<file path="src/unbm_pkg.sv">
// Package: constants and carrier types for the nine-bit multiprocessor UART
package unbm_pkg;

  localparam int unsigned DATA_W        = 8;
  localparam int unsigned TICKS_PER_BIT = 16;
  localparam int unsigned HALF_BIT      = 8;
  localparam int unsigned TICK_CNT_W    = 4;
  localparam int unsigned BIT_CNT_W     = 4;
  localparam int unsigned NUM_TIMERS    = 4;
  localparam int unsigned TSEL_W        = 2;
  // Frame: start, eight data, ninth, stop
  localparam logic [3:0]  FRAME_BITS    = 4'hb;
  localparam logic [3:0]  NINTH_IDX     = 4'h9;
  localparam logic [3:0]  STOP_IDX      = 4'ha;
  localparam logic [1:0]  MODE_NINE_VAR = 2'h3;
  localparam logic [1:0]  MODE_EIGHT_VAR = 2'h1;
  localparam logic [DATA_W-1:0] RST_BYTE = 8'h00;

  typedef enum logic [1:0] {
    UNBM_IDLE  = 2'b00,
    UNBM_START = 2'b01,
    UNBM_DATA  = 2'b11
  } unbm_rx_state_t;

  // Address configuration travels together
  typedef struct packed {
    logic [DATA_W-1:0] own_slave_address;
    logic [DATA_W-1:0] address_mask;
  } unbm_addr_cfg_t;

  // Status flags shown to the CPU
  typedef struct packed {
    logic tx_collision_flag;
    logic rx_overrun_flag;
    logic frame_error_flag;
    logic rx_complete_flag;
    logic tx_complete_flag;
    logic rx_ninth_bit;
  } unbm_status_t;

endpackage

</file>
<file path="src/unbm_baud_sel.sv">
// Baud tick selector: picks one timer overflow and divides by sixteen
`timescale 1ns/1ns
module unbm_baud_sel
  import unbm_pkg::*;
(
  // Clock and reset
  input  wire logic                  clk_i,
  input  wire logic                  rstn_i,
  // Timer overflows and selection
  input  wire logic [NUM_TIMERS-1:0] timer_ovf_i,
  input  wire logic [TSEL_W-1:0]     timer_sel_i,
  // Restart phase at frame start
  input  wire logic                  restart_i,
  // Outputs
  output logic                       tick_o,
  output logic                       bit_o
);

  logic [TICK_CNT_W-1:0] div_ff;
  logic                  tick_ff;
  logic                  bit_ff;

  // Selector by index keeps transmit and receive choices independent
  always_ff @(posedge clk_i or negedge rstn_i) begin
    if (!rstn_i) begin
      tick_ff <= 1'b0;
    end else begin
      tick_ff <= timer_ovf_i[timer_sel_i];
    end
  end

  // Sixteen overflow ticks form one bit time
  always_ff @(posedge clk_i or negedge rstn_i) begin
    if (!rstn_i) begin
      div_ff <= '0;
      bit_ff <= 1'b0;
    end else if (restart_i) begin
      div_ff <= '0;
      bit_ff <= 1'b0;
    end else begin
      bit_ff <= 1'b0;
      if (tick_ff) begin
        div_ff <= div_ff + 4'h1;
        bit_ff <= (div_ff == 4'(TICKS_PER_BIT - 1));
      end
    end
  end

  assign tick_o = tick_ff;
  assign bit_o  = bit_ff;

endmodule

</file>
<file path="src/unbm_uart.sv">
// Nine-bit variable-rate UART with multiprocessor address recognition
`timescale 1ns/1ns
// Overview of operation
// - Frames are start, eight data LSB first, ninth bit, stop: eleven bits.
// - Bit timing comes from one of four timer overflow ticks.
// - Masked address compares only bits whose mask bit is 1.
// - Broadcast address is address OR mask; its ones must all be received.
// - Multiprocessor mode accepts only ninth bit 1 with masked or broadcast match.
// - Rejected frames leave the data buffer and receive flag untouched.
// - Writing the buffer during transmission sets the collision flag.
// - A byte latched before the previous one was read sets overrun.
// - A low stop bit sets the frame error flag.
// - Transmitted ninth bit comes from the transmit ninth bit flag.
// - Accepted receive stores byte, ninth bit, and sets receive complete.
// - Transmit complete sets at the start of the stop bit.
// - Transmit and receive timers are selected by separate two-bit fields.
module unbm_uart
  import unbm_pkg::*;
(
  // Clock and reset
  input  wire logic                  clk_i,
  input  wire logic                  rstn_i,
  // Mode and configuration
  input  wire logic                  mode_select_high_i,
  input  wire logic                  mode_select_low_i,
  input  wire logic                  multiproc_enable_i,
  input  wire logic                  rx_enable_i,
  input  wire logic                  tx_ninth_bit_i,
  input  wire unbm_addr_cfg_t        addr_cfg_i,
  input  wire logic [TSEL_W-1:0]     tx_timer_sel_i,
  input  wire logic [TSEL_W-1:0]     rx_timer_sel_i,
  input  wire logic [NUM_TIMERS-1:0] timer_ovf_i,
  // CPU data access
  input  wire logic                  buf_wr_i,
  input  wire logic [DATA_W-1:0]     buf_wdata_i,
  input  wire logic                  buf_rd_i,
  input  wire logic                  clr_tx_complete_i,
  input  wire logic                  clr_rx_complete_i,
  input  wire logic                  clr_errors_i,
  // Serial line
  input  wire logic                  rx_i,
  output logic                       tx_o,
  // CPU visible state
  output logic [DATA_W-1:0]          serial_data_buffer_o,
  output unbm_status_t               status_o,
  output logic                       tx_busy_o
);

  ////////////////////////////////////////////////////////////////////////////
  logic async_nine;
  logic tx_tick;
  logic tx_bit;
  logic rx_tick;
  logic tx_start;

  assign async_nine = {mode_select_high_i, mode_select_low_i} == MODE_NINE_VAR;

  unbm_baud_sel u_tx_baud (
    .clk_i       (clk_i),
    .rstn_i      (rstn_i),
    .timer_ovf_i (timer_ovf_i),
    .timer_sel_i (tx_timer_sel_i),
    .restart_i   (tx_start),
    .tick_o      (),
    .bit_o       (tx_bit)
  );

  unbm_baud_sel u_rx_baud (
    .clk_i       (clk_i),
    .rstn_i      (rstn_i),
    .timer_ovf_i (timer_ovf_i),
    .timer_sel_i (rx_timer_sel_i),
    .restart_i   (1'b0),
    .tick_o      (rx_tick),
    .bit_o       ()
  );

  ////////////////////////////////////////////////////////////////////////////
  // Transmitter
  logic [10:0] tx_shift_ff;
  logic [3:0]  tx_cnt_ff;
  logic        tx_busy_ff;
  logic        tx_ff;
  logic        tx_done_ff;
  logic        txcol_ff;

  assign tx_start = buf_wr_i && !tx_busy_ff && async_nine;

  always_ff @(posedge clk_i or negedge rstn_i) begin
    if (!rstn_i) begin
      tx_shift_ff <= '1;
      tx_cnt_ff   <= '0;
      tx_busy_ff  <= 1'b0;
      tx_ff       <= 1'b1;
    end else if (tx_start) begin
      tx_shift_ff <= {1'b1, tx_ninth_bit_i, buf_wdata_i, 1'b0};
      tx_cnt_ff   <= '0;
      tx_busy_ff  <= 1'b1;
      tx_ff       <= 1'b0;
    end else if (tx_busy_ff && tx_bit) begin
      if (tx_cnt_ff == STOP_IDX) begin
        tx_busy_ff <= 1'b0;
        tx_ff      <= 1'b1;
      end else begin
        tx_cnt_ff   <= tx_cnt_ff + 4'h1;
        tx_shift_ff <= {1'b1, tx_shift_ff[10:1]};
        tx_ff       <= tx_shift_ff[1];
      end
    end
  end

  // Set wins over a software clear in the same cycle
  always_ff @(posedge clk_i or negedge rstn_i) begin
    if (!rstn_i) begin
      tx_done_ff <= 1'b0;
    end else if (tx_busy_ff && tx_bit && tx_cnt_ff == NINTH_IDX) begin
      tx_done_ff <= 1'b1;
    end else if (clr_tx_complete_i) begin
      tx_done_ff <= 1'b0;
    end
  end

  always_ff @(posedge clk_i or negedge rstn_i) begin
    if (!rstn_i) begin
      txcol_ff <= 1'b0;
    end else if (buf_wr_i && tx_busy_ff) begin
      txcol_ff <= 1'b1;
    end else if (clr_errors_i) begin
      txcol_ff <= 1'b0;
    end
  end

  ////////////////////////////////////////////////////////////////////////////
  // Receiver: samples on overflow ticks, mid-bit after start detection
  unbm_rx_state_t rx_state_ff;
  logic [3:0]  rx_tcnt_ff;
  logic [3:0]  rx_bcnt_ff;
  logic [8:0]  rx_sh_ff;
  logic        rx_done_ff;
  logic        rx_stop_ff;
  logic [DATA_W-1:0] rbuf_ff;
  logic        rb8_ff;
  logic        ri_ff;
  logic        ov_ff;
  logic        fe_ff;
  logic        unread_ff;
  logic        accept;

  function automatic logic addr_match(input logic [DATA_W-1:0] a, input unbm_addr_cfg_t c);
    logic masked;
    logic bcast;
    logic [DATA_W-1:0] bc;
    masked = ((a ^ c.own_slave_address) & c.address_mask) == '0;
    bc     = c.own_slave_address | c.address_mask;
    bcast  = (a & bc) == bc;
    return masked || bcast;
  endfunction

  always_ff @(posedge clk_i or negedge rstn_i) begin
    if (!rstn_i) begin
      rx_state_ff <= UNBM_IDLE;
      rx_tcnt_ff  <= '0;
      rx_bcnt_ff  <= '0;
      rx_sh_ff    <= '0;
      rx_done_ff  <= 1'b0;
      rx_stop_ff  <= 1'b0;
    end else begin
      rx_done_ff <= 1'b0;
      case (rx_state_ff)
        UNBM_IDLE: begin
          if (rx_enable_i && async_nine && !rx_i) begin
            rx_state_ff <= UNBM_START;
            rx_tcnt_ff  <= '0;
          end
        end
        UNBM_START: begin
          if (rx_tick) begin
            rx_tcnt_ff <= rx_tcnt_ff + 4'h1;
            if (rx_tcnt_ff == 4'(HALF_BIT - 1)) begin
              rx_tcnt_ff <= '0;
              rx_bcnt_ff <= '0;
              rx_state_ff <= rx_i ? UNBM_IDLE : UNBM_DATA;
            end
          end
        end
        UNBM_DATA: begin
          if (rx_tick) begin
            rx_tcnt_ff <= rx_tcnt_ff + 4'h1;
            if (rx_tcnt_ff == 4'(TICKS_PER_BIT - 1)) begin
              rx_bcnt_ff <= rx_bcnt_ff + 4'h1;
              if (rx_bcnt_ff == NINTH_IDX) begin
                rx_stop_ff  <= rx_i;
                rx_done_ff  <= 1'b1;
                rx_state_ff <= UNBM_IDLE;
              end else begin
                rx_sh_ff <= {rx_i, rx_sh_ff[8:1]};
              end
            end
          end
        end
        default: rx_state_ff <= UNBM_IDLE;
      endcase
    end
  end

  assign accept = rx_done_ff && !ri_ff &&
                  (!multiproc_enable_i || (rx_sh_ff[8] && addr_match(rx_sh_ff[7:0], addr_cfg_i)));

  always_ff @(posedge clk_i or negedge rstn_i) begin
    if (!rstn_i) begin
      rbuf_ff <= RST_BYTE;
      rb8_ff  <= 1'b0;
    end else if (accept) begin
      rbuf_ff <= rx_sh_ff[7:0];
      rb8_ff  <= rx_sh_ff[8];
    end
  end

  always_ff @(posedge clk_i or negedge rstn_i) begin
    if (!rstn_i) begin
      ri_ff <= 1'b0;
    end else if (accept) begin
      ri_ff <= 1'b1;
    end else if (clr_rx_complete_i) begin
      ri_ff <= 1'b0;
    end
  end

  always_ff @(posedge clk_i or negedge rstn_i) begin
    if (!rstn_i) begin
      unread_ff <= 1'b0;
    end else if (accept) begin
      unread_ff <= 1'b1;
    end else if (buf_rd_i) begin
      unread_ff <= 1'b0;
    end
  end

  always_ff @(posedge clk_i or negedge rstn_i) begin
    if (!rstn_i) begin
      ov_ff <= 1'b0;
      fe_ff <= 1'b0;
    end else begin
      if (accept && unread_ff && !buf_rd_i) begin
        ov_ff <= 1'b1;
      end else if (clr_errors_i) begin
        ov_ff <= 1'b0;
      end
      if (rx_done_ff && !rx_stop_ff) begin
        fe_ff <= 1'b1;
      end else if (clr_errors_i) begin
        fe_ff <= 1'b0;
      end
    end
  end

  ////////////////////////////////////////////////////////////////////////////
  assign tx_o                 = tx_ff;
  assign serial_data_buffer_o = rbuf_ff;
  assign tx_busy_o            = tx_busy_ff;
  assign status_o             = '{tx_collision_flag: txcol_ff, rx_overrun_flag: ov_ff,
                                  frame_error_flag: fe_ff, rx_complete_flag: ri_ff,
                                  tx_complete_flag: tx_done_ff, rx_ninth_bit: rb8_ff};

  ////////////////////////////////////////////////////////////////////////////
  frame_start_a: assert property (@(posedge clk_i) disable iff (!rstn_i)
    tx_start |=> !tx_o && tx_busy_o) else $error("start bit not driven");
  ninth_bit_a: assert property (@(posedge clk_i) disable iff (!rstn_i)
    tx_start |=> tx_shift_ff[9] == $past(tx_ninth_bit_i)) else $error("ninth bit not loaded");
  tx_done_a: assert property (@(posedge clk_i) disable iff (!rstn_i)
    (tx_busy_ff && tx_bit && tx_cnt_ff == NINTH_IDX) |=> status_o.tx_complete_flag)
    else $error("transmit complete missing");
  collision_a: assert property (@(posedge clk_i) disable iff (!rstn_i)
    (buf_wr_i && tx_busy_o) |=> status_o.tx_collision_flag) else $error("collision not flagged");
  reject_hold_a: assert property (@(posedge clk_i) disable iff (!rstn_i)
    (rx_done_ff && multiproc_enable_i && !rx_sh_ff[8]) |=> $stable(serial_data_buffer_o))
    else $error("rejected frame altered buffer");
  accept_load_a: assert property (@(posedge clk_i) disable iff (!rstn_i)
    accept |=> status_o.rx_complete_flag && serial_data_buffer_o == $past(rx_sh_ff[7:0]))
    else $error("accepted byte not stored");
  frame_err_a: assert property (@(posedge clk_i) disable iff (!rstn_i)
    (rx_done_ff && !rx_stop_ff) |=> status_o.frame_error_flag) else $error("frame error missed");
  overrun_a: assert property (@(posedge clk_i) disable iff (!rstn_i)
    (accept && unread_ff && !buf_rd_i) |=> status_o.rx_overrun_flag) else $error("overrun missed");
  bcast_a: assert property (@(posedge clk_i) disable iff (!rstn_i)
    (rx_done_ff && !ri_ff && multiproc_enable_i && rx_sh_ff == 9'h1ff) |-> accept)
    else $error("broadcast all ones refused");

  // Slowest timer: ten bit times of sixteen ticks, four cycles per tick, plus pipeline
  tx_frame_c: cover property (@(posedge clk_i) disable iff (!rstn_i) tx_start ##[1:800] status_o.tx_complete_flag);
  rx_accept_c: cover property (@(posedge clk_i) disable iff (!rstn_i) accept && multiproc_enable_i);
  rx_reject_c: cover property (@(posedge clk_i) disable iff (!rstn_i) rx_done_ff && !accept);
  overrun_c: cover property (@(posedge clk_i) disable iff (!rstn_i) $rose(status_o.rx_overrun_flag));

endmodule

</file>
<file path="config.mk">
export PLATFORM = sky130hd
export DESIGN_NAME = unbm_uart
export DESIGN_NICKNAME = d
export VERILOG_FILES = /design/src/unbm_pkg.sv /design/src/unbm_baud_sel.sv /design/src/unbm_uart.sv
export SDC_FILE = /design/constraint.sdc
export NUM_CORES = 1
export LEC_CHECK = 0
export ABC_AREA = 0
export BUFFER_PORTS_ARGS = -buffer_cell sky130_fd_sc_hd__buf_2
export CORE_MARGIN = 5
export CORE_UTILIZATION = 40
export DETAILED_ROUTE_END_ITERATION = 7
export PLACE_DENSITY_LB_ADDON = 0.05
export SLEW_MARGIN = 20
export SYNTH_ARGS = -nofsm -noshare
export SYNTH_HDL_FRONTEND = slang
export SYNTH_SLANG_ARGS = --single-unit
</file>
<file path="constraint.sdc">
create_clock -name clk_i -period 4.3 [get_ports clk_i]
set_input_delay 0.86 -clock clk_i [delete_from_list [all_inputs] [get_ports clk_i]]
set_output_delay 0.86 -clock clk_i [all_outputs]
set_load 0.03 [all_outputs]
</file>
==> load_flow_metrics.sql <==
INSERT INTO impl_metrics (metric_group, metric, value, unit) VALUES
('setup_path', 'critical_path.max_fanout', '2', ''),
('clock_tree', 'ctsResizeCount', '0', ''),
('synth', 'postSynthNetCount', '359', ''),
('routing', 'post-route-drc-count', '0', ''),
('synth', 'yosys.area.top_type', 'sky130_fd_sc_hd__dfrtp_1', ''),
('run_status', 'outcome', 'finished clean', ''),
('timing', 'fmax', '524', 'MHz'),
('setup_path', 'critPathBufInv', '1', ''),
('global_route', 'gr-total-overflow', '0', ''),
('pwr', 'power_per_cell_area', '445', 'nW/um^2'),
('timing', 'min_period_over_period', '0.444', ''),
('clock_tree', 'cts_root_buf', 'sky130_fd_sc_hd__clkbuf_8', ''),
('synth', 'main_flop_type_after_synthesis', 'sky130_fd_sc_hd__dfrtp_1', ''),
('final_layout', 'nFillCells', '777', ''),
('final_layout', 'nNetsFinal', '419', ''),
('pwr', 'share_clk_of_total_power', '0.313', ''),
('clock_tree', 'clk-insertion-delay-late', '330', 'ps'),
('setup_path', 'critical-path-slowest-cell', 'sky130_fd_sc_hd__dfstp_2', ''),
('place', 'placed_cells_incl_taps', '458', ''),
('routing', 'avgViaCountPerCell', '5.10', ''),
('timing', 'final.hold.worst_slack', '496', 'ps'),
('synth', 'synth_cells', '307', ''),
('place', 'io_buffer_count', '60', ''),
('floorplanning', 'start_util', '0.406', ''),
('routing', 'firstDrtPassIters', '4', ''),
('floorplanning', 'fp-row-count', '32', ''),
('pwr', 'seqPwrFrac', '0.482', ''),
('pwr', 'switchingPower', '498', 'uW'),
('clock_tree', 'cts-buffers-inserted', '9', ''),
('floorplanning', 'die_h', '98.1', 'um'),
('synth', 'most_instantiated_cells_after_synthesis', 'sky130_fd_sc_hd__dfrtp_1, sky130_fd_sc_hd__nand2_1, sky130_fd_sc_hd__o21ai_0, sky130_fd_sc_hd__a21oi_1, sky130_fd_sc_hd__nor2_1', ''),
('pwr', 'comb_power_share', '0.205', ''),
('synth', 'ys_seq_area_frac', '0.471', ''),
('flow_run', 'count_of_max_cap_constraint_violations', '0', ''),
('clock_tree', 'post_cts_hold_buffer_count', '0', ''),
('final_layout', 'design_area', '3670', 'sq um'),
('setup_path', 'critPathKind', 'reg -> out', ''),
('pwr', 'p_total', '1.63', 'mW'),
('setup_path', 'cp_data_arrival_time', '1050', 'ps'),
('synth', 'netlist_top_cells_area', 'sky130_fd_sc_hd__dfrtp_1, sky130_fd_sc_hd__dfstp_2, sky130_fd_sc_hd__mux2i_1', ''),
('setup_path', 'path_delay_family', 'flip-flops', ''),
('pwr', 'peakVddDrop', '0.237', 'mV'),
('synth', 'synth-async-reset-ratio', '1.00', ''),
('timing', 'grt_setup_unrepaired', 'no', ''),
('timing', 'max_slew.worst_pin.slew', '717', 'ps'),
('setup_path', 'beginning_of_the_worst_register_to_register_path', 'rx_tcnt_ff[0]$_DFFE_PN0P_', ''),
('min_path', 'hp-class', 'reg -> reg', ''),
('clock_tree', 'clk_transition_reported_paths', '70', 'ps'),
('setup_path', 'critical_path_required', '3440', 'ps'),
('timing', 'setup-tns-final', '0', 'ps'),
('pwr', 'power.internal', '1.14', 'mW'),
('global_route', 'antenna_found_initial', '0', ''),
('floorplanning', 'dieWidth', '98.1', 'um'),
('floorplanning', 'die-area', '9630', 'sq um'),
('setup_path', 'worstSetupEndpoint', 'tx_o', ''),
('setup_path', 'worst_r2r_endpoint', 'rx_sh_ff[2]$_DFFE_PN0P_', ''),
('place', 'dp_slack', '2190', 'ps'),
('setup_path', 'crit_chain', 'buf_2', ''),
('synth', 'synth_seq_cells', '58', ''),
('pwr', 'switching_part_of_the_total_power', '0.305', ''),
('routing', 'detailroute.via_count', '2416', ''),
('clock_tree', 'cts.repair_timing.setup_buffer_count', '0', ''),
('global_route', 'first_global_vias', '2423', ''),
('place', 'dp_hpwl', '4930', 'um'),
('setup_path', 'r2r_cells', '5', ''),
('final_layout', 'areaGrowthSynthToFinish', '18.1', '%'),
('routing', 'finalWirelength', '6780', 'um'),
('timing', 'setup_ws', '2390', 'ps'),
('setup_path', 'path_depth', '1', ''),
('global_route', 'global_route_wire_length_before_repair', '11400', 'um'),
('synth', 'yosys.cell_count.top_type', 'sky130_fd_sc_hd__dfrtp_1', '');
## sequential cells by signal, summed over array words and instances (netlist names), 2 cells and up
register              cells
tx_shift_ff               9
rx_state_ff               2
rx_bcnt_ff                4
tx_cnt_ff                 4
u_tx_baud.div_ff          4
rx_tcnt_ff                4
rx_sh_ff                  9
serial_data_buffer_o      8
## power groups by stage
stage	Combinational (mW)	Sequential [mW]	Clock, mW
detailed placement	0.341	0.796	0
floorplan	0.263	0.772	0
global route	0.389	0.807	0.557
finish	0.334	0.788	0.512
CTS	0.340	0.789	0.534
global placement	0.336	0.796	0
## worst min path at each step
stage | slack [ps] | to | start
3_5_place_dp | 480 | fe_ff$_DFFE_PN0P_ | fe_ff$_DFFE_PN0P_
3_3_place_gp | 470 | rb8_ff$_DFFE_PN0P_ | rb8_ff$_DFFE_PN0P_
5_1_grt | 520 | fe_ff$_DFFE_PN0P_ | fe_ff$_DFFE_PN0P_
2_1_floorplan | 460 | ov_ff$_DFFE_PN0P_ | ov_ff$_DFFE_PN0P_
4_1_cts | 500 | fe_ff$_DFFE_PN0P_ | fe_ff$_DFFE_PN0P_
6_report | 500 | fe_ff$_DFFE_PN0P_ | fe_ff$_DFFE_PN0P_
## layout by cell type (no fill, tap or decap), types with 2 or more instances in the layout
cell,instances
sky130_fd_sc_hd__o21ai_0,30
sky130_fd_sc_hd__nor3b_2,2
sky130_fd_sc_hd__o21bai_1,3
sky130_fd_sc_hd__nand4b_1,2
sky130_fd_sc_hd__ha_1,7
sky130_fd_sc_hd__inv_1,12
sky130_fd_sc_hd__nand2b_1,3
sky130_fd_sc_hd__nor2_1,21
sky130_fd_sc_hd__or3_1,3
sky130_fd_sc_hd__xor2_1,12
sky130_fd_sc_hd__nand3_1,5
sky130_fd_sc_hd__dfstp_2,10
sky130_fd_sc_hd__o2111ai_1,2
sky130_fd_sc_hd__nor3_1,4
sky130_fd_sc_hd__mux2i_1,19
sky130_fd_sc_hd__a22o_1,3
sky130_fd_sc_hd__buf_2,60
sky130_fd_sc_hd__clkbuf_8,11
sky130_fd_sc_hd__nand4_1,2
sky130_fd_sc_hd__buf_4,3
sky130_fd_sc_hd__o22ai_1,2
sky130_fd_sc_hd__clkinv_2,3
sky130_fd_sc_hd__nor2b_1,2
sky130_fd_sc_hd__xnor2_1,2
sky130_fd_sc_hd__nand2_1,36
sky130_fd_sc_hd__dfrtp_1,48
sky130_fd_sc_hd__mux4_2,2
sky130_fd_sc_hd__a22oi_1,6
sky130_fd_sc_hd__mux2_2,9
sky130_fd_sc_hd__a21oi_1,23
## metal layers
| layer | global-route usage | wire [um] | vias up |
|---|---|---|---|
| li1 | - | - | 1207 |
| met1 | 0.190 | 3240 | 1136 |
| met2 | 0.227 | 3000 | 62 |
| met3 | 0.0400 | 418 | 11 |
| met4 | 0.0662 | 119 | 0 |
| met5 | 0 | 0 | - |
## cell type report
type / instances / area, sq um / share of cell area
clock buffer: 11 / 151 / 0.0413
clock inverter: 5 / 52.6 / 0.0143
multi-input combinational: 223 / 1510 / 0.410
inverter: 12 / 45.0 / 0.0123
sequential: 58 / 1460 / 0.399
tap: 102 / 128 / 0.0348
timing repair buffer: 63 / 323 / 0.0880
## cells by family (layout without fill, tap and decap cells)
group,after synthesis,in the layout,share of synthesized area
fa+ha+maj,7,7,0.0282
compound gates,82,82,0.167
simple gates,90,90,0.142
mux,30,30,0.108
buf+inv,26,91,0.0443
xor+xnor,14,14,0.0395
flops,58,58,0.471
(Power assumes the default switching activity.)
